===== src/cdms_pkg.sv =====
// package: register map, field layout and encodings of the clock divider block
package cdms_pkg;
    // byte addresses of the word registers
    localparam logic [7:0] CDMS_ADR_DIV = 8'h00;
    localparam logic [7:0] CDMS_ADR_OSTD = 8'h04;
    localparam logic [7:0] CDMS_ADR_MSTPA = 8'h08;
    localparam logic [7:0] CDMS_ADR_PWR = 8'h0C;
    localparam logic [7:0] CDMS_ADR_STAT = 8'h10;
    // divider field low bit positions
    localparam int CDMS_POS_PD = 0;
    localparam int CDMS_POS_PC = 4;
    localparam int CDMS_POS_PB = 8;
    localparam int CDMS_POS_PA = 12;
    localparam int CDMS_POS_BUS = 16;
    localparam int CDMS_POS_CORE = 24;
    localparam int CDMS_POS_FLASH = 28;
    localparam logic [3:0] CDMS_DIV_MAX = 4'h6;
    localparam int CDMS_CNT_W = 6;
    // oscillation-stop enable bit
    localparam int CDMS_POS_OSC_STOP_DETECT_ENABLE = 7;
    // module-stop bits
    localparam int CDMS_POS_CMTW1 = 0;
    localparam int CDMS_POS_CMTW0 = 1;
    localparam int CDMS_POS_TPU0 = 13;
    localparam int CDMS_POS_ADC1 = 16;
    // power control register fields
    localparam int CDMS_POS_BUSPIN = 0;
    localparam int CDMS_POS_SDPIN = 1;
    localparam int CDMS_POS_OPM = 4;
    localparam int CDMS_POS_LPM = 8;
    localparam int CDMS_POS_ENTER = 12;
    // reset values
    localparam logic [31:0] CDMS_RST_DIV = 32'h2222_2222;
    localparam logic [7:0] CDMS_RST_OSTD = 8'h00;
    localparam logic [31:0] CDMS_RST_MSTPA = 32'hFFFF_FFFF;
    localparam logic [1:0] CDMS_RST_OPM = 2'h0;
    localparam logic [1:0] CDMS_RST_LPM = 2'h0;
    // low-power mode codes
    localparam logic [1:0] CDMS_LPM_SLEEP = 2'h0;
    localparam logic [1:0] CDMS_LPM_ALLSTOP = 2'h1;
    localparam logic [1:0] CDMS_LPM_SWSTBY = 2'h2;
    localparam logic [1:0] CDMS_LPM_DEEP = 2'h3;
    // operating power control mode codes; low-speed 1 and 2 draw the same
    localparam logic [1:0] CDMS_OPM_HIGH = 2'h0;
    localparam logic [1:0] CDMS_OPM_LOW1 = 2'h1;
    localparam logic [1:0] CDMS_OPM_LOW2 = 2'h2;
    // run / low-power states
    typedef enum logic [1:0] {
        CDMS_ST_RUN = 2'b01,
        CDMS_ST_LOW = 2'b10
    } cdms_state_t;
    // clock enable bundle, one per derived clock
    typedef struct packed {
        logic flash;
        logic core;
        logic bus;
        logic pa;
        logic pb;
        logic pc;
        logic pd;
    } cdms_clk_en_t;
endpackage


===== src/cdms_top.sv =====
// clock divider, pin clock control and module-stop logic with wishbone slave
//
// Implementation choices: the address map and register access over Wishbone.
`timescale 1ns/100ps
module cdms_top
    import cdms_pkg::*;
(
    input wire logic clk_i,
    input wire logic rst_i,
    input wire logic ce_i,
    input wire logic wake_i,
    input wire logic cyc_i,
    input wire logic stb_i,
    input wire logic we_i,
    input wire logic [7:0] adr_i,
    input wire logic [3:0] sel_i,
    input wire logic [31:0] dat_i,
    output logic [31:0] dat_o,
    output logic ack_o,
    output cdms_clk_en_t clk_en_o,
    output logic [31:0] mod_run_o,
    output logic bus_pin_o,
    output logic sdram_pin_o,
    output logic osc_stop_detect_enable_o,
    output logic [1:0] opmode_o,
    output logic [1:0] lpm_o,
    output logic low_power_o
);
    logic [31:0] div_q;
    logic osc_stop_detect_enable_q;
    logic [31:0] mstpa_q;
    logic bus_pin_en_q;
    logic sd_pin_en_q;
    logic [1:0] opm_q;
    logic [1:0] lpm_q;
    cdms_state_t st_q;
    logic [CDMS_CNT_W-1:0] cnt_q;
    logic wake_m_q;
    logic wake_s_q;
    logic acc;
    logic wr;
    logic enter;
    logic [31:0] rd_d;
    logic [6:0] raw_en;
    logic [6:0] gate;

    // merge write data into an old word by byte lane
    function automatic logic [31:0] lane_wr(input logic [31:0] old, input logic [31:0] d,
                                            input logic [3:0] s);
        logic [31:0] r;
        r = old;
        for (int i = 0; i < 4; i++) begin
            if (s[i]) begin
                r[i*8 +: 8] = d[i*8 +: 8];
            end
        end
        return r;
    endfunction

    // divide mask for a code; prohibited codes behave as the slowest ratio
    function automatic logic [CDMS_CNT_W-1:0] div_mask(input logic [3:0] code);
        logic [3:0] c;
        c = (code > CDMS_DIV_MAX) ? CDMS_DIV_MAX : code;
        return CDMS_CNT_W'((7'h01 << c) - 7'h01);
    endfunction

    assign acc = cyc_i && stb_i && !ack_o;
    assign wr = acc && we_i;
    assign enter = wr && (adr_i == CDMS_ADR_PWR) && sel_i[1] && dat_i[CDMS_POS_ENTER];

    // wake pin synchroniser; only the second stage is used
    always_ff @(posedge clk_i) begin
        if (rst_i) begin
            wake_m_q <= 1'b0;
            wake_s_q <= 1'b0;
        end else if (ce_i) begin
            wake_m_q <= wake_i;
            wake_s_q <= wake_m_q;
        end
    end

    // wishbone ack: one wait state, dropped the cycle after
    always_ff @(posedge clk_i) begin
        if (rst_i) begin
            ack_o <= 1'b0;
        end else if (ce_i) begin
            ack_o <= acc;
        end
    end

    // divider control register, written by byte lane, so the two fields sharing a lane are written together
    always_ff @(posedge clk_i) begin
        if (rst_i) begin
            div_q <= CDMS_RST_DIV;
        end else if (ce_i && wr && adr_i == CDMS_ADR_DIV) begin
            div_q <= lane_wr(div_q, dat_i, sel_i);
        end
    end

    // oscillation-stop detection control, only the enable bit is kept
    always_ff @(posedge clk_i) begin
        if (rst_i) begin
            osc_stop_detect_enable_q <= CDMS_RST_OSTD[CDMS_POS_OSC_STOP_DETECT_ENABLE];
        end else if (ce_i && wr && adr_i == CDMS_ADR_OSTD && sel_i[0]) begin
            osc_stop_detect_enable_q <= dat_i[CDMS_POS_OSC_STOP_DETECT_ENABLE];
        end
    end

    // module-stop register a
    always_ff @(posedge clk_i) begin
        if (rst_i) begin
            mstpa_q <= CDMS_RST_MSTPA;
        end else if (ce_i && wr && adr_i == CDMS_ADR_MSTPA) begin
            mstpa_q <= lane_wr(mstpa_q, dat_i, sel_i);
        end
    end

    // power control: pin selects, operating mode, low-power mode choice
    always_ff @(posedge clk_i) begin
        if (rst_i) begin
            bus_pin_en_q <= 1'b0;
            sd_pin_en_q <= 1'b0;
            opm_q <= CDMS_RST_OPM;
            lpm_q <= CDMS_RST_LPM;
        end else if (ce_i && wr && adr_i == CDMS_ADR_PWR) begin
            if (sel_i[0]) begin
                bus_pin_en_q <= dat_i[CDMS_POS_BUSPIN];
                sd_pin_en_q <= dat_i[CDMS_POS_SDPIN];
                opm_q <= dat_i[CDMS_POS_OPM +: 2];
            end
            if (sel_i[1]) begin
                lpm_q <= dat_i[CDMS_POS_LPM +: 2];
            end
        end
    end

    // run / low-power sequencer; wake wins over a fresh entry request
    always_ff @(posedge clk_i) begin
        if (rst_i) begin
            st_q <= CDMS_ST_RUN;
        end else if (ce_i) begin
            case (st_q)
                CDMS_ST_RUN: begin
                    if (enter && !wake_s_q) begin
                        st_q <= CDMS_ST_LOW;
                    end
                end
                CDMS_ST_LOW: begin
                    if (wake_s_q) begin
                        st_q <= CDMS_ST_RUN;
                    end
                end
                default: begin
                    st_q <= CDMS_ST_RUN;
                end
            endcase
        end
    end

    // which clocks the current low-power mode stops
    always_comb begin
        gate = 7'h7F;
        if (st_q == CDMS_ST_LOW) begin
            case (lpm_q)
                CDMS_LPM_SLEEP: gate = 7'h3F;
                CDMS_LPM_ALLSTOP: gate = 7'h20;
                default: gate = 7'h00;
            endcase
        end
    end

    // shared free-running prescaler; a single counter keeps all ratios phase aligned
    always_ff @(posedge clk_i) begin
        if (rst_i) begin
            cnt_q <= '0;
        end else if (ce_i) begin
            cnt_q <= cnt_q + 1'b1;
        end
    end

    // one enable per derived clock, pulsing once per 2^code cycles (once per 64 for codes 6 and up)
    for (genvar g = 0; g < 7; g++) begin : g_div
        localparam int POS = (g == 6) ? CDMS_POS_FLASH : (g == 5) ? CDMS_POS_CORE :
                             (g == 4) ? CDMS_POS_BUS : g * 4;
        logic [CDMS_CNT_W-1:0] m;
        assign m = div_mask(div_q[POS +: 4]);
        assign raw_en[g] = (cnt_q & m) == m;
    end

    // registered clock enables, gated by low-power mode
    always_ff @(posedge clk_i) begin
        if (rst_i) begin
            clk_en_o <= '0;
        end else if (ce_i) begin
            clk_en_o <= cdms_clk_en_t'(raw_en & gate);
        end
    end

    // per-module run enables: stop bit forces the module clock off
    for (genvar b = 0; b < 32; b++) begin : g_mod
        always_ff @(posedge clk_i) begin
            if (rst_i) begin
                mod_run_o[b] <= 1'b0;
            end else if (ce_i) begin
                if (b == CDMS_POS_TPU0) begin
                    mod_run_o[b] <= raw_en[3] && gate[3] && !mstpa_q[b];
                end else if (b == CDMS_POS_ADC1) begin
                    mod_run_o[b] <= raw_en[0] && gate[0] && !mstpa_q[b];
                end else begin
                    mod_run_o[b] <= raw_en[2] && gate[2] && !mstpa_q[b];
                end
            end
        end
    end

    // pin clocks toggle on bus enables, so the pin runs at half the bus rate
    always_ff @(posedge clk_i) begin
        if (rst_i) begin
            bus_pin_o <= 1'b1;
            sdram_pin_o <= 1'b1;
        end else if (ce_i) begin
            bus_pin_o <= !bus_pin_en_q ? 1'b1 : (clk_en_o.bus ? !bus_pin_o : bus_pin_o);
            sdram_pin_o <= !sd_pin_en_q ? 1'b1 : (clk_en_o.bus ? !sdram_pin_o : sdram_pin_o);
        end
    end

    // register outputs of configuration and state
    always_ff @(posedge clk_i) begin
        if (rst_i) begin
            osc_stop_detect_enable_o <= 1'b0;
            opmode_o <= CDMS_RST_OPM;
            lpm_o <= CDMS_RST_LPM;
            low_power_o <= 1'b0;
        end else if (ce_i) begin
            osc_stop_detect_enable_o <= osc_stop_detect_enable_q;
            opmode_o <= opm_q;
            lpm_o <= lpm_q;
            low_power_o <= (st_q == CDMS_ST_LOW);
        end
    end

    // read mux; unmapped addresses read zero
    always_comb begin
        rd_d = '0;
        case (adr_i)
            CDMS_ADR_DIV: rd_d = div_q;
            CDMS_ADR_OSTD: rd_d[CDMS_POS_OSC_STOP_DETECT_ENABLE] = osc_stop_detect_enable_q;
            CDMS_ADR_MSTPA: rd_d = mstpa_q;
            CDMS_ADR_PWR: begin
                rd_d[CDMS_POS_BUSPIN] = bus_pin_en_q;
                rd_d[CDMS_POS_SDPIN] = sd_pin_en_q;
                rd_d[CDMS_POS_OPM +: 2] = opm_q;
                rd_d[CDMS_POS_LPM +: 2] = lpm_q;
                rd_d[CDMS_POS_ENTER] = (st_q == CDMS_ST_LOW);
            end
            CDMS_ADR_STAT: begin
                rd_d[6:0] = clk_en_o;
                rd_d[8] = (st_q == CDMS_ST_LOW);
            end
            default: rd_d = '0;
        endcase
    end

    // read data register
    always_ff @(posedge clk_i) begin
        if (rst_i) begin
            dat_o <= '0;
        end else if (ce_i && acc && !we_i) begin
            dat_o <= rd_d;
        end
    end

    // checks
    AST_PB_DIV2: assert property (@(posedge clk_i) disable iff (rst_i)
        ce_i && st_q == CDMS_ST_RUN && div_q[CDMS_POS_PB +: 4] == 4'h1 && raw_en[2]
        |-> !(cnt_q[0] == 1'b0))
        else $error("pb divide by two pulses on wrong phase");
    AST_BUS_DIV64: assert property (@(posedge clk_i) disable iff (rst_i)
        raw_en[4] && div_q[CDMS_POS_BUS +: 4] == 4'h6 |-> cnt_q == 6'h3F)
        else $error("bus divide by 64 enable off phase");
    AST_CORE_DIV1: assert property (@(posedge clk_i) disable iff (rst_i)
        ce_i && st_q == CDMS_ST_RUN && div_q[CDMS_POS_CORE +: 4] == 4'h0 |=> clk_en_o.core)
        else $error("core divide by one not continuous");
    AST_PD_DIV4: assert property (@(posedge clk_i) disable iff (rst_i)
        raw_en[0] && div_q[CDMS_POS_PD +: 4] == 4'h2 |-> cnt_q[1:0] == 2'h3)
        else $error("pd divide by four off phase");
    AST_FLASH_DIV8: assert property (@(posedge clk_i) disable iff (rst_i)
        raw_en[6] && div_q[CDMS_POS_FLASH +: 4] == 4'h3 |-> cnt_q[2:0] == 3'h7)
        else $error("flash divide by eight off phase");
    AST_OSTD: assert property (@(posedge clk_i) disable iff (rst_i)
        ce_i && wr && adr_i == CDMS_ADR_OSTD && sel_i[0] && ce_i
        |=> osc_stop_detect_enable_q == $past(dat_i[CDMS_POS_OSC_STOP_DETECT_ENABLE]))
        else $error("oscillation stop enable not stored");
    AST_PIN_HIGH: assert property (@(posedge clk_i) disable iff (rst_i)
        ce_i && !sd_pin_en_q |=> sdram_pin_o)
        else $error("sdram pin not held high when disabled");
    AST_CMTW_STOP: assert property (@(posedge clk_i) disable iff (rst_i)
        ce_i && mstpa_q[CDMS_POS_CMTW1] |=> !mod_run_o[CDMS_POS_CMTW1])
        else $error("stopped timer w unit still clocked");
    AST_ADC_STOP: assert property (@(posedge clk_i) disable iff (rst_i)
        ce_i && mstpa_q[CDMS_POS_ADC1] |=> !mod_run_o[CDMS_POS_ADC1])
        else $error("stopped adc unit still clocked");
    AST_DEEP_STOP: assert property (@(posedge clk_i) disable iff (rst_i)
        ce_i && st_q == CDMS_ST_LOW && lpm_q == CDMS_LPM_DEEP |=> clk_en_o == '0)
        else $error("clocks run in deep standby");
endmodule


===== config.mk =====
export PLATFORM = sky130hd
export DESIGN_NAME = cdms_top
export DESIGN_NICKNAME = d
export VERILOG_FILES = /design/src/cdms_pkg.sv /design/src/cdms_top.sv
export SDC_FILE = /design/constraint.sdc
export NUM_CORES = 1
export LEC_CHECK = 0
export ABC_AREA = 1
export BUFFER_PORTS_ARGS = -buffer_cell sky130_fd_sc_hd__buf_2
export CAP_MARGIN = 10
export CORE_UTILIZATION = 32
export DETAILED_ROUTE_END_ITERATION = 12
export SYNTH_ARGS = -nofsm -noshare
export SYNTH_HDL_FRONTEND = slang
export SYNTH_SLANG_ARGS = --single-unit
export TNS_END_PERCENT = 50

===== constraint.sdc =====
create_clock -name clk_i -period 3.7 [get_ports clk_i]
set_clock_uncertainty 0.1 [all_clocks]
set_input_delay 0.185 -clock clk_i [delete_from_list [all_inputs] [get_ports clk_i]]
set_output_delay 0.185 -clock clk_i [all_outputs]
set_load 0.005 [all_outputs]

==> results of run 1 <==
-- kinds of logic after synthesis --
kind of cell | Yosys count | share of synthesized area, %
fa+ha+maj | 8 | 1.34
flops | 161 | 43.2
xor+xnor | 2 | 0.235
simple gates | 411 | 26.3
buf+inv | 194 | 11.1
compound gates | 247 | 17.8
-- per-layer routing --
metal / wire length [um] / part of all wire [%]
met5: 0 / 0
met4: 261 / 1.2
met3: 1270 / 5.6
met2: 10400 / 46
met1: 10700 / 47
-- where the power goes --
group	total, mW	switching [mW]	internal, mW	leakage [nW]
combinational	0.232	0.144	0.0877	2.88
sequential	1.76	0.0131	1.75	1.30
clock	1.88	0.757	1.12	0.301
total	3.88	0.915	2.96	4.48
-- stage by stage --
stage	util [%]	hold WS, ns
floorplan	-	0.198
global placement	36.2	0.316
detailed placement	36.2	0.317
CTS	40.4	0.0242
global route	40.5	0.0451
finish	40.5	0.0334
-- how the worst max path moves through the flow --
stage                                       from  slack, ns                    endpoint
after floorplan           div_q[10]$_SDFFE_PP0P_       1.97  mod_run_o[10]$_SDFFE_PP0P_
after global placement     cnt_q[4]$_SDFFE_PP0P_       1.46   mod_run_o[1]$_SDFFE_PP0P_
after detailed placement  div_q[10]$_SDFFE_PP0P_       1.40  mod_run_o[25]$_SDFFE_PP0P_
after CTS                 div_q[10]$_SDFFE_PP0P_       1.36  mod_run_o[11]$_SDFFE_PP0P_
after global routing      div_q[10]$_SDFFE_PP0P_       1.15  mod_run_o[18]$_SDFFE_PP0P_
final                     div_q[10]$_SDFFE_PP0P_       1.40  mod_run_o[31]$_SDFFE_PP0P_
-- cell usage in the layout (no fill, tap or decap), types with 5 or more instances in the layout --
cell | netlist | layout
o22ai_1 | 20 | 20
nor3_1 | 7 | 7
ha_1 | 8 | 8
a21oi_1 | 112 | 112
o21ai_1 | 8 | 8
nand3_2 | 5 | 5
nand2_1 | 166 | 166
inv_1 | 131 | 131
buf_2 | 20 | 129
nor2_1 | 102 | 102
nand4_1 | 44 | 44
clkbuf_16 | 0 | 17
o211ai_1 | 12 | 12
o21ai_0 | 83 | 83
dfxtp_1 | 161 | 161
nand3_1 | 63 | 63
buf_4 | 6 | 7
dlygate4sd3_1 | 0 | 33
o21ai_2 | 6 | 6
-- worst max-delay path, delay by kind of cell, from the launching register on --
kind / cells / cell delay, ns
DFF: 1 / 0.33
AOI/OAI and AO/OA: 1 / 0.14
and+or+nand+nor: 6 / 0.99
adders and majority gates: 1 / 0.29
buffers and inverters: 1 / 0.35
-- sequential cells by signal (all words and copies together) (netlist names), 2 cells and up --
signal	count
clk_en_o	7
cnt_q	6
dat_o	32
div_q	32
lpm_o	2
lpm_q	2
mod_run_o	32
mstpa_q	32
opm_q	2
opmode_o	2
st_q	2
-- area by class of cell --
type                       instances  area [um^2]
sequential                       161         3220
fill                            2367        13600
clock buffer                      21          470
tap                              313          392
timing repair buffer             170         1060
clock inverter                    10          150
inverter                         138          522
multi-input combinational        668         3410
-- what timing repair did --
item,CTS,global route
endpoints found under the hold margin,65,0
hold buffers,33,0
setup buffers,0,0
==> impl_results.md, run 1 <==
* Die Height at 155 um
* GRT Total Usage at 19.3%
* Detailed-route wire length at 22.6 mm
* CP dominant cell by count: nor2_2
* Reg2Reg Depth at 9
* Slowest-stage cell, CP: nor2_2
* Hold_sp: cyc_i
* DRT antenna net count at 0
* Iteration-0 DRC Markers at 508
* Final setup fails at 0
* Dpl hpwl at 15.5 mm
* HP Class: primary input to register
* Crit Path Category: register to register
* PwrDens at 420 nW/um^2
* Later-pin clock latency in the skew report at 0.43 ns
* Final setup margin at 1.40 ns
* Synthesized area per cell at 7.30 um^2
* First-pass GRT wire length at 35.7 mm
* H-tree Lvls at 4
* Initial antenna violation count at 0
* Fin nets at 1215
* WHS Path Cells at 3
* Avg WL per Cell at 15.3 um
* Syn nets at 1082
* Vias per std cell at 4.86
* Synth warn at 0
* Post_cts resized at 0
* Final Hold Viols at 0
* CTS root buf: clkbuf_16
* CTS Buffer Depth at 2
* Filler-free cell count of the finished design at 1481
* Vias at 7199
* CP peak stage delay at 0.38 ns
* Placed Instances at 1416
* Total congestion overflow at 0
* Setup TNS at 0 ns
* Status: finished, final reports clean
* Flop-to-flop setup slack at 1.40 ns
* Worst EP arrival at 2.55 ns
* GPL Wtd Cong at 0.817
* RSZ-0062 raised after global routing: no
* Cell Area, Synth at 7460 um^2
* Ys flop type: dfxtp_1
* Count leader, synth: nand2_1
* Vias in the first global route at 6708
* Slew Limit Fails at 0
* Largest net degree at the start of global routing at 60
* CP cell instances: nor2_2 -> nand3_1 -> ha_1 -> or2_2 -> nand2_1 -> nor2_2 -> buf_4 -> nand4_1 -> a21oi_1
* Port bufs at 130
* Ant diodes at 0
* Max Cap Viol at 0
* Seq/Total Area, Yosys at 43.2%
* Synth Instances at 1023
* GRT Max-Usage Layer: met2
* Place WS at 1.40 ns
* F_max at 434 MHz
* Grt met3 use at 3.75%
* Final Cell Area at 9220 um^2
* Number of synthesized register bits at 161
* Fin crit period at 2.30 ns
* Clock Sinks at 161
* Core ar. at 22800 um^2
* Initial core utilization at 32.8%
* Worst IR Drop VDD at 0.261 mV
* Startpoint Class: register
* EDFF count, synth at 0
* LEAKAGE at 4.48 nW
* Die area at 23900 um^2
* Total CTS buffers at 17
* Worst-margin pin slew at 0.723 ns
* Slew margin rel. at 51.7%
* Layout cell share with drive strength beyond 1 at 17.7%
* Total power at 3.88 mW
* Rows at 55
* DRT Pass-1 Iters at 4
* Area grow syn2layout at 23.6%
* Period utilisation layout at 62.2%
* Synth top area share at 43.2%
* Post-synthesis async set-or-reset flop share at 0%
* RR Endpoint: mod_run_o[31]$_SDFFE_PP0P_
* Hold Path End: ack_o$_SDFFE_PP0P_
* DRC violations left at 0
* Commonest cells in the netlist: nand2_1, dfxtp_1, inv_1
* Unique masters post-synth at 38
* Met1 GRT Util at 25.4%
* DP Area at 8240 um^2
* Crit Reg-Reg Startpoint: div_q[10]$_SDFFE_PP0P_
* Ports at 131
* Global routing met2 resource utilization at 31.5%
* Worst EP required at 3.95 ns
* Top area cells in the synthesized netlist: dfxtp_1, nand2_1, a21oi_1
* Max FO, Critical Path at 21
* Critical Path Sink Type: register
* Worst-path clk slew at 0.06 ns
* Die width at 155 um
* TritonCTS clock tree: built
* Top cell type by total area after synthesis: dfxtp_1
(Power assumes the default switching activity.)
==> run 2: changes to the inputs <==
clock period = 2.27 ns   (was 3.7 ns; I/O delays follow)
==> impl_results.md, run 2 (synthesis gave the netlist of run 1 again) <==
* Initial core utilization at 32.8% (unchanged)
* Dpl hpwl at 15.9 mm (was 15.5 mm)
* Die width at 155 um (unchanged)
* CTS root buf: clkbuf_16 (unchanged)
* Max Cap Viol at 0 (unchanged)
* Final setup fails at 0 (unchanged)
* Clock Sinks at 161 (unchanged)
* Crit Path Category: register to register (unchanged)
* H-tree Lvls at 4 (unchanged)
* Die Height at 155 um (unchanged)
* PwrDens at 667 nW/um^2 (was 420 nW/um^2)
* Later-pin clock latency in the skew report at 0.44 ns (was 0.43 ns)
* Slowest-stage cell, CP: dfxtp_1 (was nor2_2)
* HP Class: primary input to register (unchanged)
* Worst EP arrival at 2.25 ns (was 2.55 ns)
* Largest net degree at the start of global routing at 56 (was 60)
* Initial antenna violation count at 1 (was 0)
* Port bufs at 130 (unchanged)
* CP cell instances: nor2_2 -> nand3_1 -> ha_1 -> or2_2 -> nand2_1 -> nor2_4 -> buf_12 -> nand4_1 -> a21oi_1 (was nor2_2 -> nand3_1 -> ha_1 -> or2_2 -> nand2_1 -> nor2_2 -> buf_4 -> nand4_1 -> a21oi_1)
* Storage cell area at 3220 um^2 (unchanged)
* RSZ-0062 raised after global routing: no (unchanged)
* Worst-path clk slew at 0.06 ns (about the same)
* F_max at 502 MHz (was 434 MHz)
* Detailed-route wire length at 22.9 mm (was 22.6 mm)
* Setup TNS at 0 ns (unchanged)
* DRT Pass-1 Iters at 5 (was 4)
* Vias per std cell at 4.86 (about the same)
* Commonest non-fill, non-tap cell in the layout: nand2_1 (unchanged)
* Worst-margin pin slew at 0.713 ns (was 0.723 ns)
* WP buf/inv at 1 (unchanged)
* GPL Wtd Cong at 0.879 (was 0.817)
* Core ar. at 22800 um^2 (unchanged)
* Area of the multi-input gates at 3410 um^2 (about the same)
* Avg WL per Cell at 15.3 um (about the same)
* Fin crit period at 1.99 ns (was 2.30 ns)
* Startpoint Class: register (unchanged)
* TritonCTS clock tree: built (unchanged)
* Ports at 131 (unchanged)
* Hold_ws at 0.0204 ns (was 0.0334 ns)
* Slew margin rel. at 52.3% (was 51.7%)
* Period utilisation layout at 87.8% (was 62.2%)
* Most frequent cells in the layout: nand2_1, dfxtp_1, inv_1 (unchanged)
* Total congestion overflow at 0 (unchanged)
* Total CTS buffers at 17 (unchanged)
* Placed Instances at 1434 (was 1416)
* Vias at 7300 (was 7199)
* First-pass GRT wire length at 36.5 mm (was 35.7 mm)
* DRT antenna net count at 0 (unchanged)
* Layout Utilization at 41.1% (was 40.5%)
* Slew Limit Fails at 0 (unchanged)
* Iteration-0 DRC Markers at 534 (was 508)
* Setup Buffers After CTS at 0 (unchanged)
* Filler-free cell count of the finished design at 1503 (was 1481)
* GRT Total Usage at 19.6% (was 19.3%)
* CP peak stage delay at 0.32 ns (was 0.38 ns)
* Final Hold Viols at 0 (unchanged)
* Fin nets at 1236 (was 1215)
* Area grow syn2layout at 25.5% (was 23.6%)
* Max FO, Critical Path at 20 (was 21)
* Vias in the first global route at 6733 (was 6708)
* Die area at 23900 um^2 (unchanged)
* DRC violations left at 0 (unchanged)
* Worst IR Drop VDD at 0.382 mV (was 0.261 mV)
* Filler instances at 2383 (was 2367)
* Worst EP required at 2.53 ns (was 3.95 ns)
* Layout cell share with drive strength beyond 1 at 18.8% (was 17.7%)
* CTS Buffer Depth at 2 (unchanged)
* Rows at 55 (unchanged)
* CP delay by family, top: simple AND/OR/NAND/NOR gates (unchanged)
* Critical Path Sink Type: register (unchanged)
* LEAKAGE at 4.55 nW (was 4.48 nW)
* Status: finished, final reports clean (unchanged)
* Ant diodes at 0 (unchanged)
-- run 2: metrics by stage --
step           cell area [um^2]  total power, mW  setup slack, ns
2_1_floorplan              7460             3.13            0.536
3_3_place_gp               8390             3.29            0.200
3_5_place_dp               8390             3.29            0.142
4_1_cts                    9360             6.28            0.134
5_1_grt                    9370             6.44            0.104
6_report                   9370             6.25            0.276
-- run 2: tightest hold or removal path: stages --
cell     delay [ns]
buf_2          0.20
nand4_1        0.12
nand3_1        0.07
-- run 2: path summary, 6_finish.rpt --
kind | startpoint | to | slack [ns] | depth (start not counted)
setup / recovery | div_q[10]$_SDFFE_PP0P_ | mod_run_o[28]$_SDFFE_PP0P_ | 0.28 | 9
hold / removal | sel_i[0] | mstpa_q[2]$_SDFFE_PP1P_ | 0.02 | 3
setup reg to reg | div_q[10]$_SDFFE_PP0P_ | mod_run_o[28]$_SDFFE_PP0P_ | 0.28 | 9
hold reg to reg | div_q[20]$_SDFFE_PP0P_ | div_q[20]$_SDFFE_PP0P_ | 0.36 | 2
-- run 2: final cells by class --
type / count / area share (%)
multi-input combinational: 668 / 36.4
sequential: 161 / 34.4
timing repair buffer: 191 / 13.0
inverter: 138 / 5.57
clock buffer: 22 / 5.06
tap: 313 / 4.18
clock inverter: 10 / 1.34
-- run 2: power by group --
group / internal [mW] / switching, mW
Combinational: 0.159 / 0.248
Clock: 1.72 / 1.25
Sequential: 2.85 / 0.0178
-- run 2: what timing repair did --
item	4_1_cts	5_1_grt
resized for setup	0	1
hold buffers	37	0
hold endpoints to repair	74	0
setup endpoints to repair	0	20
-- run 2: per-layer routing --
layer  up-vias  GRT usage (%)  part of all wire, %
met5         -              0                    0
met4         0           6.18                  1.7
met3        25           3.75                  5.0
met2       205           30.9                   45
met1      3383           27.0                   48
li1       3687              -                    -
